## src/logic/srpa_pkg.sv

```systemverilog
// Constants for the service request priority and acknowledge block
`default_nettype none
package srpa_pkg;
    // =====================================================
    // Register byte offsets
    localparam logic [7:0] OFS_CONFIG = 8'h00;
    localparam logic [7:0] OFS_GVEC = 8'h04;
    localparam logic [7:0] OFS_MATCH_MDM = 8'h08;
    localparam logic [7:0] OFS_MATCH_TX = 8'h0C;
    localparam logic [7:0] OFS_MATCH_RX = 8'h10;
    localparam logic [7:0] OFS_ACK_MDM = 8'h14;
    localparam logic [7:0] OFS_ACK_TX = 8'h18;
    localparam logic [7:0] OFS_ACK_RX = 8'h1C;
    localparam logic [7:0] OFS_STATUS = 8'h20;
    // =====================================================
    // Configuration field positions
    localparam int CFG_PKG_KIND = 7;
    localparam int CFG_REG_ACK_EN = 6;
    localparam int CFG_CHAIN_EN = 5;
    localparam int CFG_CROSS_PRI = 4;
    localparam int CFG_FAIR_OVR = 3;
    localparam int CFG_AUTO_PRI = 1;
    localparam int CFG_ORDER_SEL = 0;
    localparam logic [7:0] CFG_WMASK = 8'h7B;
    localparam logic [7:0] CFG_RESET = 8'h00;
    localparam logic [7:0] GVEC_RESET = 8'hFF;
    localparam logic [7:0] MATCH_RESET = 8'h00;
    // =====================================================
    // Acknowledge levels and request bit positions
    typedef enum logic [1:0] {
        SRPA_LVL_NONE = 2'b00,
        SRPA_LVL_MDM = 2'b01,
        SRPA_LVL_TX = 2'b10,
        SRPA_LVL_RX = 2'b11
    } srpa_level_t;
    localparam int REQ_MDM = 0;
    localparam int REQ_TX = 1;
    localparam int REQ_RX = 2;
    // =====================================================
    // Timing
    localparam int CLK_PERIOD_NS = 25;
    localparam int PASS_TIME_NS = 100;
    localparam int PASS_CYCLES = (PASS_TIME_NS + CLK_PERIOD_NS - 1) / CLK_PERIOD_NS;
    localparam logic [3:0] PASS_CNT_INIT = 4'(PASS_CYCLES);
endpackage
`default_nettype wire

```

## src/logic/srpa_arbiter.sv

```systemverilog
// Selection of the acknowledged request type
`default_nettype none
module srpa_arbiter
    import srpa_pkg::*;
(
    input wire logic automatic_priority,
    input wire logic cross_device_priority,
    input wire logic priority_order_select,
    input wire srpa_pkg::srpa_level_t ack_type,
    input wire logic [2:0] int_req,
    input wire logic [2:0] ext_view,
    output srpa_pkg::srpa_level_t sel_level,
    output logic take
);
    // =====================================================
    // Priority choice
    logic reprio;
    logic [2:0] view;
    srpa_level_t first;
    srpa_level_t second;
    srpa_level_t ranked;
    assign reprio = automatic_priority && (ack_type == SRPA_LVL_MDM);
    assign view = cross_device_priority ? ext_view : int_req;
    assign first = priority_order_select ? SRPA_LVL_TX : SRPA_LVL_RX;
    assign second = priority_order_select ? SRPA_LVL_RX : SRPA_LVL_TX;
    assign ranked = view[2'(first) - 2'd1] ? first :
                    view[2'(second) - 2'd1] ? second :
                    view[REQ_MDM] ? SRPA_LVL_MDM : SRPA_LVL_NONE;
    assign sel_level = reprio ? ranked : ack_type;
    assign take = (sel_level != SRPA_LVL_NONE) && int_req[2'(sel_level) - 2'd1];
endmodule
`default_nettype wire

```

## src/logic/srpa_core.sv

```systemverilog
// Service request priority and acknowledge controller with APB registers
`default_nettype none
module srpa_core
    import srpa_pkg::*;
#(
    parameter logic PKG_KIND = 1'b0
)(
    input wire logic pclk,
    input wire logic presetn,
    input wire logic psel,
    input wire logic penable,
    input wire logic pwrite,
    input wire logic [7:0] paddr,
    input wire logic [31:0] pwdata,
    output logic [31:0] prdata,
    output logic pready,
    output logic pslverr,
    input wire logic [2:0] int_req,
    input wire logic [2:0] fair_in,
    input wire logic [2:0] ext_req_n,
    input wire logic wire_or_lines,
    input wire logic ack_chain_in_n,
    input wire logic [6:0] ack_addr,
    output logic ack_chain_out_n,
    output logic [2:0] req_out_n,
    output logic [2:0] fair_flags,
    output logic [2:0] external_request_view,
    output logic ack_take,
    output srpa_pkg::srpa_level_t ack_level,
    output logic [7:0] ack_vector
);
    // =====================================================
    // Registers
    logic [7:0] cfg;
    logic [7:0] gvec;
    logic [7:0] match_mdm;
    logic [7:0] match_tx;
    logic [7:0] match_rx;
    logic rdy;
    logic err_q;
    logic pend_take;
    logic pend_pass;
    logic pend_none;
    srpa_level_t pend_level;
    logic hw_pass;
    logic [3:0] pass_cnt;
    logic [11:0] sync1;
    logic [11:0] sync2;
    logic ack_in_prev;

    function automatic srpa_level_t match_type(input logic [7:0] a, input logic [7:0] m_mdm,
                                              input logic [7:0] m_tx, input logic [7:0] m_rx);
        match_type = (a == m_mdm) ? SRPA_LVL_MDM : (a == m_tx) ? SRPA_LVL_TX :
                     (a == m_rx) ? SRPA_LVL_RX : SRPA_LVL_NONE;
    endfunction

    wire reg_ack_en = cfg[CFG_REG_ACK_EN];
    wire chain_en = cfg[CFG_CHAIN_EN];
    wire auto_pri = cfg[CFG_AUTO_PRI];
    wire cross_pri = cfg[CFG_CROSS_PRI];
    wire order_sel = cfg[CFG_ORDER_SEL];

    // =====================================================
    // Pin synchronisers
    always_ff @(posedge pclk or negedge presetn) begin
        if (!presetn) begin
            sync1 <= 12'hFFF;
            sync2 <= 12'hFFF;
        end else begin
            sync1 <= {wire_or_lines, ack_chain_in_n, ack_addr, ext_req_n} ^ 12'h800;
            sync2 <= sync1;
        end
    end
    wire wired = ~sync2[11];
    wire ack_in_s = sync2[10];
    wire [6:0] ack_addr_s = sync2[9:3];
    wire [2:0] ext_asserted = ~sync2[2:0];
    wire [2:0] ext_view = wired ? {3{|ext_asserted}} : ext_asserted;

    // =====================================================
    // Arbitration
    wire hw_start = ack_in_prev && !ack_in_s;
    wire srpa_level_t hw_type = match_type({1'b1, ack_addr_s}, match_mdm, match_tx, match_rx);
    wire srpa_level_t reg_type = (paddr == OFS_ACK_MDM) ? SRPA_LVL_MDM :
                                 (paddr == OFS_ACK_TX) ? SRPA_LVL_TX :
                                 (paddr == OFS_ACK_RX) ? SRPA_LVL_RX : SRPA_LVL_NONE;
    srpa_level_t hw_sel;
    srpa_level_t reg_sel;
    logic hw_take;
    logic reg_take;

    srpa_arbiter u_hw_arb (
        .automatic_priority(auto_pri),
        .cross_device_priority(cross_pri),
        .priority_order_select(order_sel),
        .ack_type(hw_type),
        .int_req(int_req),
        .ext_view(ext_view),
        .sel_level(hw_sel),
        .take(hw_take)
    );

    srpa_arbiter u_reg_arb (
        .automatic_priority(auto_pri),
        .cross_device_priority(cross_pri),
        .priority_order_select(order_sel),
        .ack_type(reg_type),
        .int_req(int_req),
        .ext_view(ext_view),
        .sel_level(reg_sel),
        .take(reg_take)
    );

    // =====================================================
    // APB decode
    wire acc_first = psel && penable && !rdy;
    wire acc_done = psel && penable && rdy;
    wire is_ack = reg_type != SRPA_LVL_NONE;
    wire mapped = is_ack || (paddr == OFS_CONFIG) || (paddr == OFS_GVEC) ||
                  (paddr == OFS_MATCH_MDM) || (paddr == OFS_MATCH_TX) ||
                  (paddr == OFS_MATCH_RX) || (paddr == OFS_STATUS);
    wire reg_ack = acc_first && !pwrite && is_ack && reg_ack_en;
    wire [7:0] vec_take = {gvec[7:3], 1'b0, reg_sel};
    wire [7:0] vec_none = {gvec[7:3], 3'b000};
    wire [7:0] ack_rd = !reg_ack_en ? 8'h00 : reg_take ? vec_take :
                        chain_en ? 8'h00 : vec_none;
    wire [7:0] status = {1'b0, ext_view, 1'b0, int_req};
    wire [7:0] next_rdata = is_ack ? ack_rd :
                            (paddr == OFS_CONFIG) ? {PKG_KIND, cfg[6:0]} :
                            (paddr == OFS_GVEC) ? gvec :
                            (paddr == OFS_MATCH_MDM) ? match_mdm :
                            (paddr == OFS_MATCH_TX) ? match_tx :
                            (paddr == OFS_MATCH_RX) ? match_rx :
                            (paddr == OFS_STATUS) ? status : 8'h00;
    wire wr = acc_done && pwrite && !err_q;

    assign pready = rdy;
    assign pslverr = rdy && err_q;

    always_ff @(posedge pclk or negedge presetn) begin
        if (!presetn) begin
            rdy <= 1'b0;
            err_q <= 1'b0;
            prdata <= 32'h0000_0000;
        end else begin
            rdy <= acc_first;
            if (acc_first) begin
                err_q <= !mapped;
                prdata <= {24'h00_0000, pwrite ? 8'h00 : next_rdata};
            end
        end
    end

    always_ff @(posedge pclk or negedge presetn) begin
        if (!presetn) begin
            cfg <= CFG_RESET;
            gvec <= GVEC_RESET;
            match_mdm <= MATCH_RESET;
            match_tx <= MATCH_RESET;
            match_rx <= MATCH_RESET;
        end else if (wr) begin
            if (paddr == OFS_CONFIG) cfg <= pwdata[7:0] & CFG_WMASK;
            if (paddr == OFS_GVEC) gvec <= pwdata[7:0];
            if (paddr == OFS_MATCH_MDM) match_mdm <= pwdata[7:0];
            if (paddr == OFS_MATCH_TX) match_tx <= pwdata[7:0];
            if (paddr == OFS_MATCH_RX) match_rx <= pwdata[7:0];
        end
    end

    // =====================================================
    // Register acknowledge decision
    always_ff @(posedge pclk or negedge presetn) begin
        if (!presetn) begin
            pend_take <= 1'b0;
            pend_pass <= 1'b0;
            pend_none <= 1'b0;
            pend_level <= SRPA_LVL_NONE;
        end else if (acc_first) begin
            pend_take <= reg_ack && reg_take;
            pend_pass <= reg_ack && !reg_take && chain_en;
            pend_none <= reg_ack && !reg_take && !chain_en;
            pend_level <= reg_sel;
        end
    end

    // =====================================================
    // Acknowledge outputs
    always_ff @(posedge pclk or negedge presetn) begin
        if (!presetn) begin
            ack_in_prev <= 1'b1;
            hw_pass <= 1'b0;
            pass_cnt <= 4'h0;
            ack_take <= 1'b0;
            ack_level <= SRPA_LVL_NONE;
            ack_vector <= 8'h00;
            ack_chain_out_n <= 1'b1;
        end else begin
            ack_in_prev <= ack_in_s;
            ack_take <= 1'b0;
            if (hw_start && hw_type != SRPA_LVL_NONE) begin
                ack_take <= hw_take;
                ack_level <= hw_take ? hw_sel : SRPA_LVL_NONE;
                ack_vector <= {gvec[7:3], 1'b0, hw_sel};
                hw_pass <= !hw_take;
            end else if (acc_done && (pend_take || pend_none)) begin
                ack_take <= 1'b1;
                ack_level <= pend_none ? SRPA_LVL_NONE : pend_level;
                ack_vector <= pend_none ? vec_none : {gvec[7:3], 1'b0, pend_level};
            end else if (ack_in_s) begin
                hw_pass <= 1'b0;
            end
            if (acc_done && pend_pass) begin
                pass_cnt <= PASS_CNT_INIT;
            end else if (pass_cnt != 4'h0) begin
                pass_cnt <= pass_cnt - 4'h1;
            end
            ack_chain_out_n <= !((hw_pass && !ack_in_s) || (acc_done && pend_pass) ||
                                 (pass_cnt > 4'h1));
        end
    end

    // =====================================================
    // Request and fairness outputs
    always_ff @(posedge pclk or negedge presetn) begin
        if (!presetn) begin
            req_out_n <= 3'b111;
            fair_flags <= 3'b000;
            external_request_view <= 3'b000;
        end else begin
            req_out_n <= ~int_req;
            fair_flags <= cfg[CFG_FAIR_OVR] ? 3'b111 : fair_in;
            external_request_view <= ext_view;
        end
    end
endmodule
`default_nettype wire

```

## config.mk

```make
export PLATFORM = sky130hd
export DESIGN_NAME = srpa_core
export DESIGN_NICKNAME = d
export VERILOG_FILES = /design/src/logic/srpa_pkg.sv /design/src/logic/srpa_arbiter.sv /design/src/logic/srpa_core.sv
export SDC_FILE = /design/constraint.sdc
export NUM_CORES = 1
export LEC_CHECK = 0
export BUFFER_PORTS_ARGS = -buffer_cell sky130_fd_sc_hd__buf_4
export CAP_MARGIN = 0
export CORE_ASPECT_RATIO = 2
export CORE_MARGIN = 3
export CORE_UTILIZATION = 45
export DETAILED_ROUTE_END_ITERATION = 6
export HOLD_SLACK_MARGIN = 0.05
export PLACE_DENSITY = 0.68
export SLEW_MARGIN = 10
export SYNTH_ARGS = -nofsm -noshare
export SYNTH_HDL_FRONTEND = slang
export SYNTH_HIERARCHICAL = 1
export SYNTH_SLANG_ARGS = --single-unit
export TNS_END_PERCENT = 10
```

## constraint.sdc

```tcl
create_clock -name pclk -period 4.2 [get_ports pclk]
set_input_delay 0.84 -clock pclk [delete_from_list [all_inputs] [get_ports pclk]]
set_output_delay 0.84 -clock pclk [all_outputs]
set_load 0.01 [all_outputs]
```

## After elaboration in Yosys (flattened, before gate mapping)

Cells that the tools add are included.

| word-level totals | value |
|---|---|
| register bits after elaboration | 104 |
| input port bits | 63 |

| operators by class | value |
|---|---|
| reductions and logical operators | 56 |
| order comparisons | 5 |
| add/subtract/negate cells | 5 |
| bitwise logic cells | 3 |
| eq/ne operators | 14 |
| mux-type cells | 49 |

Operator list:

| kind | number |
|---|---|
| 2-to-1 mux 8 bit | 12 |
| == test 8 x 5 -> 1 bit, second input constant | 4 |
| 2-to-1 mux 2 bit | 15 |
| == test 8 bit | 3 |
| logical AND 1 bit | 22 |
| == test 8 x 4 -> 1 bit, second input constant | 2 |
| nonzero test 2 bit | 7 |
| < comparator 2 x 3 -> 1 bit, second input constant | 4 |
| 2-to-1 mux 1 bit | 12 |
| AND reduction 2 bit | 6 |
| logical NOT 1 bit | 9 |
| logical OR 1 bit | 9 |
| 2-to-1 mux 3 bit | 3 |
| binary-select mux 1 bit (select 2 bit) | 4 |
| == test 8 x 3 -> 1 bit, second input constant | 1 |
| == test 8 x 6 -> 1 bit, second input constant | 1 |
| logical NOT 8 bit | 1 |
| 2-to-1 mux 4 bit | 2 |
| subtractor 2 x 1 -> 2 bit, second input constant | 4 |
| 2-to-1 mux 7 bit | 1 |
| NOT 3 bit | 2 |
| == test 2 x 1 -> 1 bit, second input constant | 2 |
| > comparator 4 x 1 -> 1 bit, second input constant | 1 |
| nonzero test 4 bit | 1 |
| other kinds (4) | 4 |

## Depth between registers and ports, before layout

| depth | value |
|---|---|
| word-level depth | 17 |
| gate-level depth with buffers | 12 |

## Hierarchy

Netlist, hierarchy kept.

By module, submodules not included:

| module | instances | area each (um2) | sequential area each (um2) | cells an instance |
|---|---|---|---|---|
| srpa_core | 1 | 5006.1 | 2623.8 | 433 |
| srpa_arbiter | 2 | 122.6 | 0.0 | 19 |

## Least setup slack after synthesis

No wires, ideal clock.

| path | value |
|---|---|
| kind | input to register |
| start | input paddr[5] |
| end | register prdata[4] |
| path buffers | 0 |
| data arrival time | 3.252 ns |
| cell stages on the path | 12 |
| setup slack | 0.819 ns |
| data required time | 4.072 ns |
| path through | or3_1 > nor3_1 > and3_1 > nand2_1 > or3_1 > a32oi_1 > mux2i_1 > nand2b_1 > and2_1 > a21oi_1 > a2bb2oi_1 > a31oi_1 |

| between the ends | value |
|---|---|
| longest elaborated chain between the ends | 15 |

RTL lines:

| what | line | source |
|---|---|---|
| from (decl) | srpa_core.sv:13 | `input wire logic [7:0] paddr,` |
| == test 8 x 5 -> 1 bit | srpa_core.sv:86 | `(paddr == OFS_ACK_RX) ? SRPA_LVL_RX : SRPA_LVL_NONE;` |
| 2-to-1 mux 2 bit | srpa_core.sv:86 |  |
| 2-to-1 mux 2 bit | srpa_core.sv:85 | `(paddr == OFS_ACK_TX) ? SRPA_LVL_TX :` |
| 2-to-1 mux 2 bit * | srpa_core.sv:84 | `wire srpa_level_t reg_type = (paddr == OFS_ACK_MDM) ? SRPA_LVL_MDM :` |
| net reg_type[0] | srpa_core.sv:84 |  |
| == test 2 x 1 -> 1 bit | srpa_arbiter.sv:22 | `assign reprio = automatic_priority && (ack_type == SRPA_LVL_MDM);` |
| logical AND 1 bit | srpa_arbiter.sv:22 |  |
| 2-to-1 mux 2 bit * | srpa_arbiter.sv:29 | `assign sel_level = reprio ? ranked : ack_type;` |
| subtractor 2 x 1 -> 2 bit | srpa_arbiter.sv:30 | `assign take = (sel_level != SRPA_LVL_NONE) && int_req[2'(sel_level) - 2'd1];` |
| binary-select mux 1 bit (select 2 bit) | srpa_arbiter.sv:30 |  |
| 2-to-1 mux 1 bit (not written as such) | srpa_arbiter.sv:30 |  |
| logical AND 1 bit * | srpa_arbiter.sv:30 |  |
| net reg_take | srpa_core.sv:90 | `logic reg_take;` |
| 2-to-1 mux 8 bit * (2 in series) | srpa_core.sv:125 | `wire [7:0] ack_rd = !reg_ack_en ? 8'h00 : reg_take ? vec_take :` |
| 2-to-1 mux 8 bit * | srpa_core.sv:128 | `wire [7:0] next_rdata = is_ack ? ack_rd :` |
| 2-to-1 mux 8 bit * | srpa_core.sv:149 | `prdata <= {24'h00_0000, pwrite ? 8'h00 : next_rdata};` |
| to (signal assigned) | srpa_core.sv:149 |  |
| to (decl) | srpa_core.sv:15 | `output logic [31:0] prdata,` |

The timed path passes the listed nets; every way through them passes the cells marked *. The select of a mux whose other input is x is not followed.
A chain may end at the register's enable or synchronous reset.

## Final worst setup path

Ends and elaborated chain as after synthesis.

==> results.sh <==
export IMPL_status="finished, final reports clean"
export IMPL_critPathCaptureType="flop"
export IMPL_insertedDiodeCount=0
export IMPL_dieArea_um2=13100
export IMPL_clock_latency_ns=0.35
export IMPL_tightest_slew_ns=1.03
export IMPL_synthFlopType="dfrtp_1"
export IMPL_gp_congestion=0.885
export IMPL_firstDrtPassIters=5
export IMPL_post_drt_wl_per_cell_um=19.0
export IMPL_start_util=0.462
export IMPL_drc_errors=0
export IMPL_worst_r2r_setup_slack_ns=0.96
export IMPL_synth_top_area_frac=0.315
export IMPL_skew_ns=0.0101
export IMPL_yosysSeqAreaShare=0.500
export IMPL_relSlewSlack=0.312
export IMPL_cts_htree_levels=3
export IMPL_p_seq_frac=0.501
export IMPL_reg2reg_depth=10
export IMPL_synth_avg_cell_area_um2=11.1
export IMPL_maxCapViolCount=0
export IMPL_synth_cell_type_count=62
export IMPL_fin_nets=607
export IMPL_die_w_um=82.4
export IMPL_synth_edf_count=0
export IMPL_cts_hold_buffers=0
export IMPL_cts_buffers=9
export IMPL_max_clock_freq_ghz=0.294
export IMPL_leakage_nw=2.82
export IMPL_powerDensity_nw_per_um2=338
export IMPL_finalCritPeriodShare=0.810
export IMPL_ys_ff_latch=103
export IMPL_switchingPower_w=0.000469
export IMPL_cts_setup_buffers=0
export IMPL_synthToLayoutAreaGrowth_pct=17.0
export IMPL_synth_warnings=6
export IMPL_cts_tree="done"
export IMPL_critPathMaxFanout=7
export IMPL_postLayoutCoreUtil=0.541
export IMPL_synth_area_top_cells="dfrtp_1 (31%), dfstp_2 (19%), mux2_2 (7.5%)"
export IMPL_crit_buf_inv=2
export IMPL_yosysMostFrequentCell="dfrtp_1"
export IMPL_nFillCells=1040
export IMPL_critPathLaunchType="primary input"
export IMPL_drt_iter0_drc=245
export IMPL_cp_slowest_cell="or3_1"
export IMPL_antenna_found_initial=0
export IMPL_detail_route_antenna_nets=0
export IMPL_crit_family="simple AND/OR/NAND/NOR gates"
export IMPL_final_layout_size_suffix_gt1_frac=0.344
export IMPL_syn_inst=471
export IMPL_dp_final_hpwl_mm=10.2
export IMPL_vias=3955
export IMPL_die_y_um=159
export IMPL_pwr_share_clk=0.423
export IMPL_grt_pass1_vias=4093
export IMPL_path_class="in -> reg"
export IMPL_worstSetupEndpoint="prdata[4]$_DFFE_PN0P_"
export IMPL_rsz0062_at_grt="false"
export IMPL_r2r_start="sync2[3]$_DFF_PN1_"
export IMPL_port_buffers=68
export IMPL_crit_chain="buf_4 > or3_1 > nor3_1 > buf_4 > and3_1 > nand2_1 > or3_1 > a32oi_1 > mux2i_1 > nand2b_1 > and2_1 > a21oi_1 > a2bb2oi_1 > a31oi_1"
export IMPL_post_synth_instance_area_um2=5250
export IMPL_cp_arrival_ns=3.63
export IMPL_clock_sinks=103
export IMPL_rows=55
export IMPL_critPathRequiredTime_ns=4.43
export IMPL_p_int_w=0.00160
export IMPL_yosysTopAreaCell="dfrtp_1"
export IMPL_path_clk_slew_ns=0.07
export IMPL_synth_common_cells="dfrtp_1 (66), dfstp_2 (37), nand2_1 (37)"
export IMPL_ios=118
export IMPL_wl_mm=13.1
export IMPL_grt_use_total=0.213
export IMPL_final_min_clock_period_ns=3.40
export IMPL_startpoint="paddr[5]"
export IMPL_worstHoldPathType="reg -> reg"
export IMPL_overflow=0
export IMPL_cpPeakStageDelay_ns=0.44
export IMPL_setup_viol_count_final=0
export IMPL_cts_buffer_depth=2
export IMPL_r2r_end="ack_take$_DFF_PN0_"
export IMPL_fp_coreArea_um2=11400
export IMPL_slew_violations=0
export IMPL_async_flop_share=1.00
export IMPL_crit_cells=14
export IMPL_root_buffer="clkbuf_16"
export IMPL_pwr_share_comb=0.076
export IMPL_finalHoldViolations=0
export IMPL_grt_pass1_wl_mm=21.0
export IMPL_ir_drop_uv=277
export IMPL_grt_max_degree=57
export IMPL_cts_resized=0
export IMPL_routed_via_density=5.75
export IMPL_swShare=0.226
export IMPL_fin_tns_setup_ns=0
-- worst reg2reg max path, stage by stage, from the launching register on --
cell and delay, ns:
dfstp_2 0.58, xnor2_1 0.16, nand4_1 0.15, nor2_1 0.66
inv_1 0.10, o21bai_1 0.32, nand2_1 0.14, or3_1 0.37
a32oi_1 0.21, mux2i_1 0.16, mux2_2 0.29
-- area by class of cell --
cell class	count	area (µm²)	share of cell area
Clock buffer	12	268	0.0436
Clock inverter	4	52.6	0.00855
Inverter	15	56.3	0.00916
Multi-Input combinational cell	338	2410	0.392
Sequential cell	103	2620	0.427
Tap cell	142	178	0.0289
Timing Repair Buffer	74	556	0.0904
-- power by group through the flow --
stage | sequential (W) | clock [W] | combinational [W]
2_1_floorplan | 0.00106 | 0 | 0.0000830
3_3_place_gp | 0.00105 | 0 | 0.000153
3_5_place_dp | 0.00106 | 0 | 0.000157
4_1_cts | 0.00104 | 0.000895 | 0.000157
5_1_grt | 0.00104 | 0.000938 | 0.000173
6_report | 0.00104 | 0.000877 | 0.000158
-- metrics by stage --
| stage | cell area [µm²] | cells | worst slack [ns] | power, W | hold WS [ns] |
|---|---|---|---|---|---|
| finish | 6140 | 688 | 0.799 | 0.00207 | 0.349 |
| global route | 6140 | 688 | 0.611 | 0.00215 | 0.355 |
| CTS | 6140 | 688 | 0.836 | 0.00209 | 0.348 |
| detailed placement | 5820 | 672 | 0.475 | 0.00121 | 0.348 |
| global placement | 5820 | 672 | 0.589 | 0.00121 | 0.346 |
| floorplan | 5340 | 495 | 0.819 | 0.00114 | 0.345 |
-- cell usage in the layout, fill, tap and decap left out, drive strengths merged, types with 4 or more instances in the layout --
cell type	instances
a21o	4
and3	8
a22o	7
nor3	9
dfstp	37
a31oi	5
clkbuf	12
and2	12
o21ai	20
nand4	7
nand3	8
buf	74
a21oi	11
o2bb2ai	4
o31ai	5
mux2i	11
inv	15
or3	5
nor2	20
or4	6
dfrtp	66
or2	9
a221oi	10
mux2	45
nand2	38
conb	25
nand2b	5
a22oi	6
xnor2	22
-- metal layers --
layer,global-route usage,part of all wire,vias up
li1,-,-,1795
met5,0,0,-
met2,0.382,0.57,149
met1,0.218,0.33,1972
met3,0.0358,0.041,39
met4,0.126,0.055,0
-- kinds of logic after synthesis --
kind of cell               count (synthesis)  synth area share
buffers and inverters                     54            0.0584
AOI/OAI and AO/OA                         91             0.124
and+or+nand+nor                          141             0.150
DFF                                      103             0.500
adders and majority gates                  3           0.00715
muxes                                     56             0.123
other                                      1          0.000714
xor gates and xnor gates                  22            0.0367
-- sequential cells by signal, indices dropped and copies added (netlist names), 2 cells and up --
name,flops
ack_level,2
ack_vector,7
cfg,6
external_request_view,3
fair_flags,3
gvec,8
match_mdm,8
match_rx,8
match_tx,8
pass_cnt,4
pend_level,2
prdata,8
req_out_n,3
sync1,12
sync2,12
-- worst min path at each step --
stage,start,to,slack (ns),depth (start not counted)
finish,sync1[5]$_DFF_PN1_,sync2[5]$_DFF_PN1_,0.35,0
global route,sync1[5]$_DFF_PN1_,sync2[5]$_DFF_PN1_,0.35,0
CTS,sync1[5]$_DFF_PN1_,sync2[5]$_DFF_PN1_,0.35,0
detailed placement,sync1[5]$_DFF_PN1_,sync2[5]$_DFF_PN1_,0.35,0
global placement,sync1[6]$_DFF_PN1_,sync2[6]$_DFF_PN1_,0.35,0
floorplan,sync1[0]$_DFF_PN1_,sync2[0]$_DFF_PN1_,0.35,0
No activity file was read; power rests on OpenSTA's default activity.
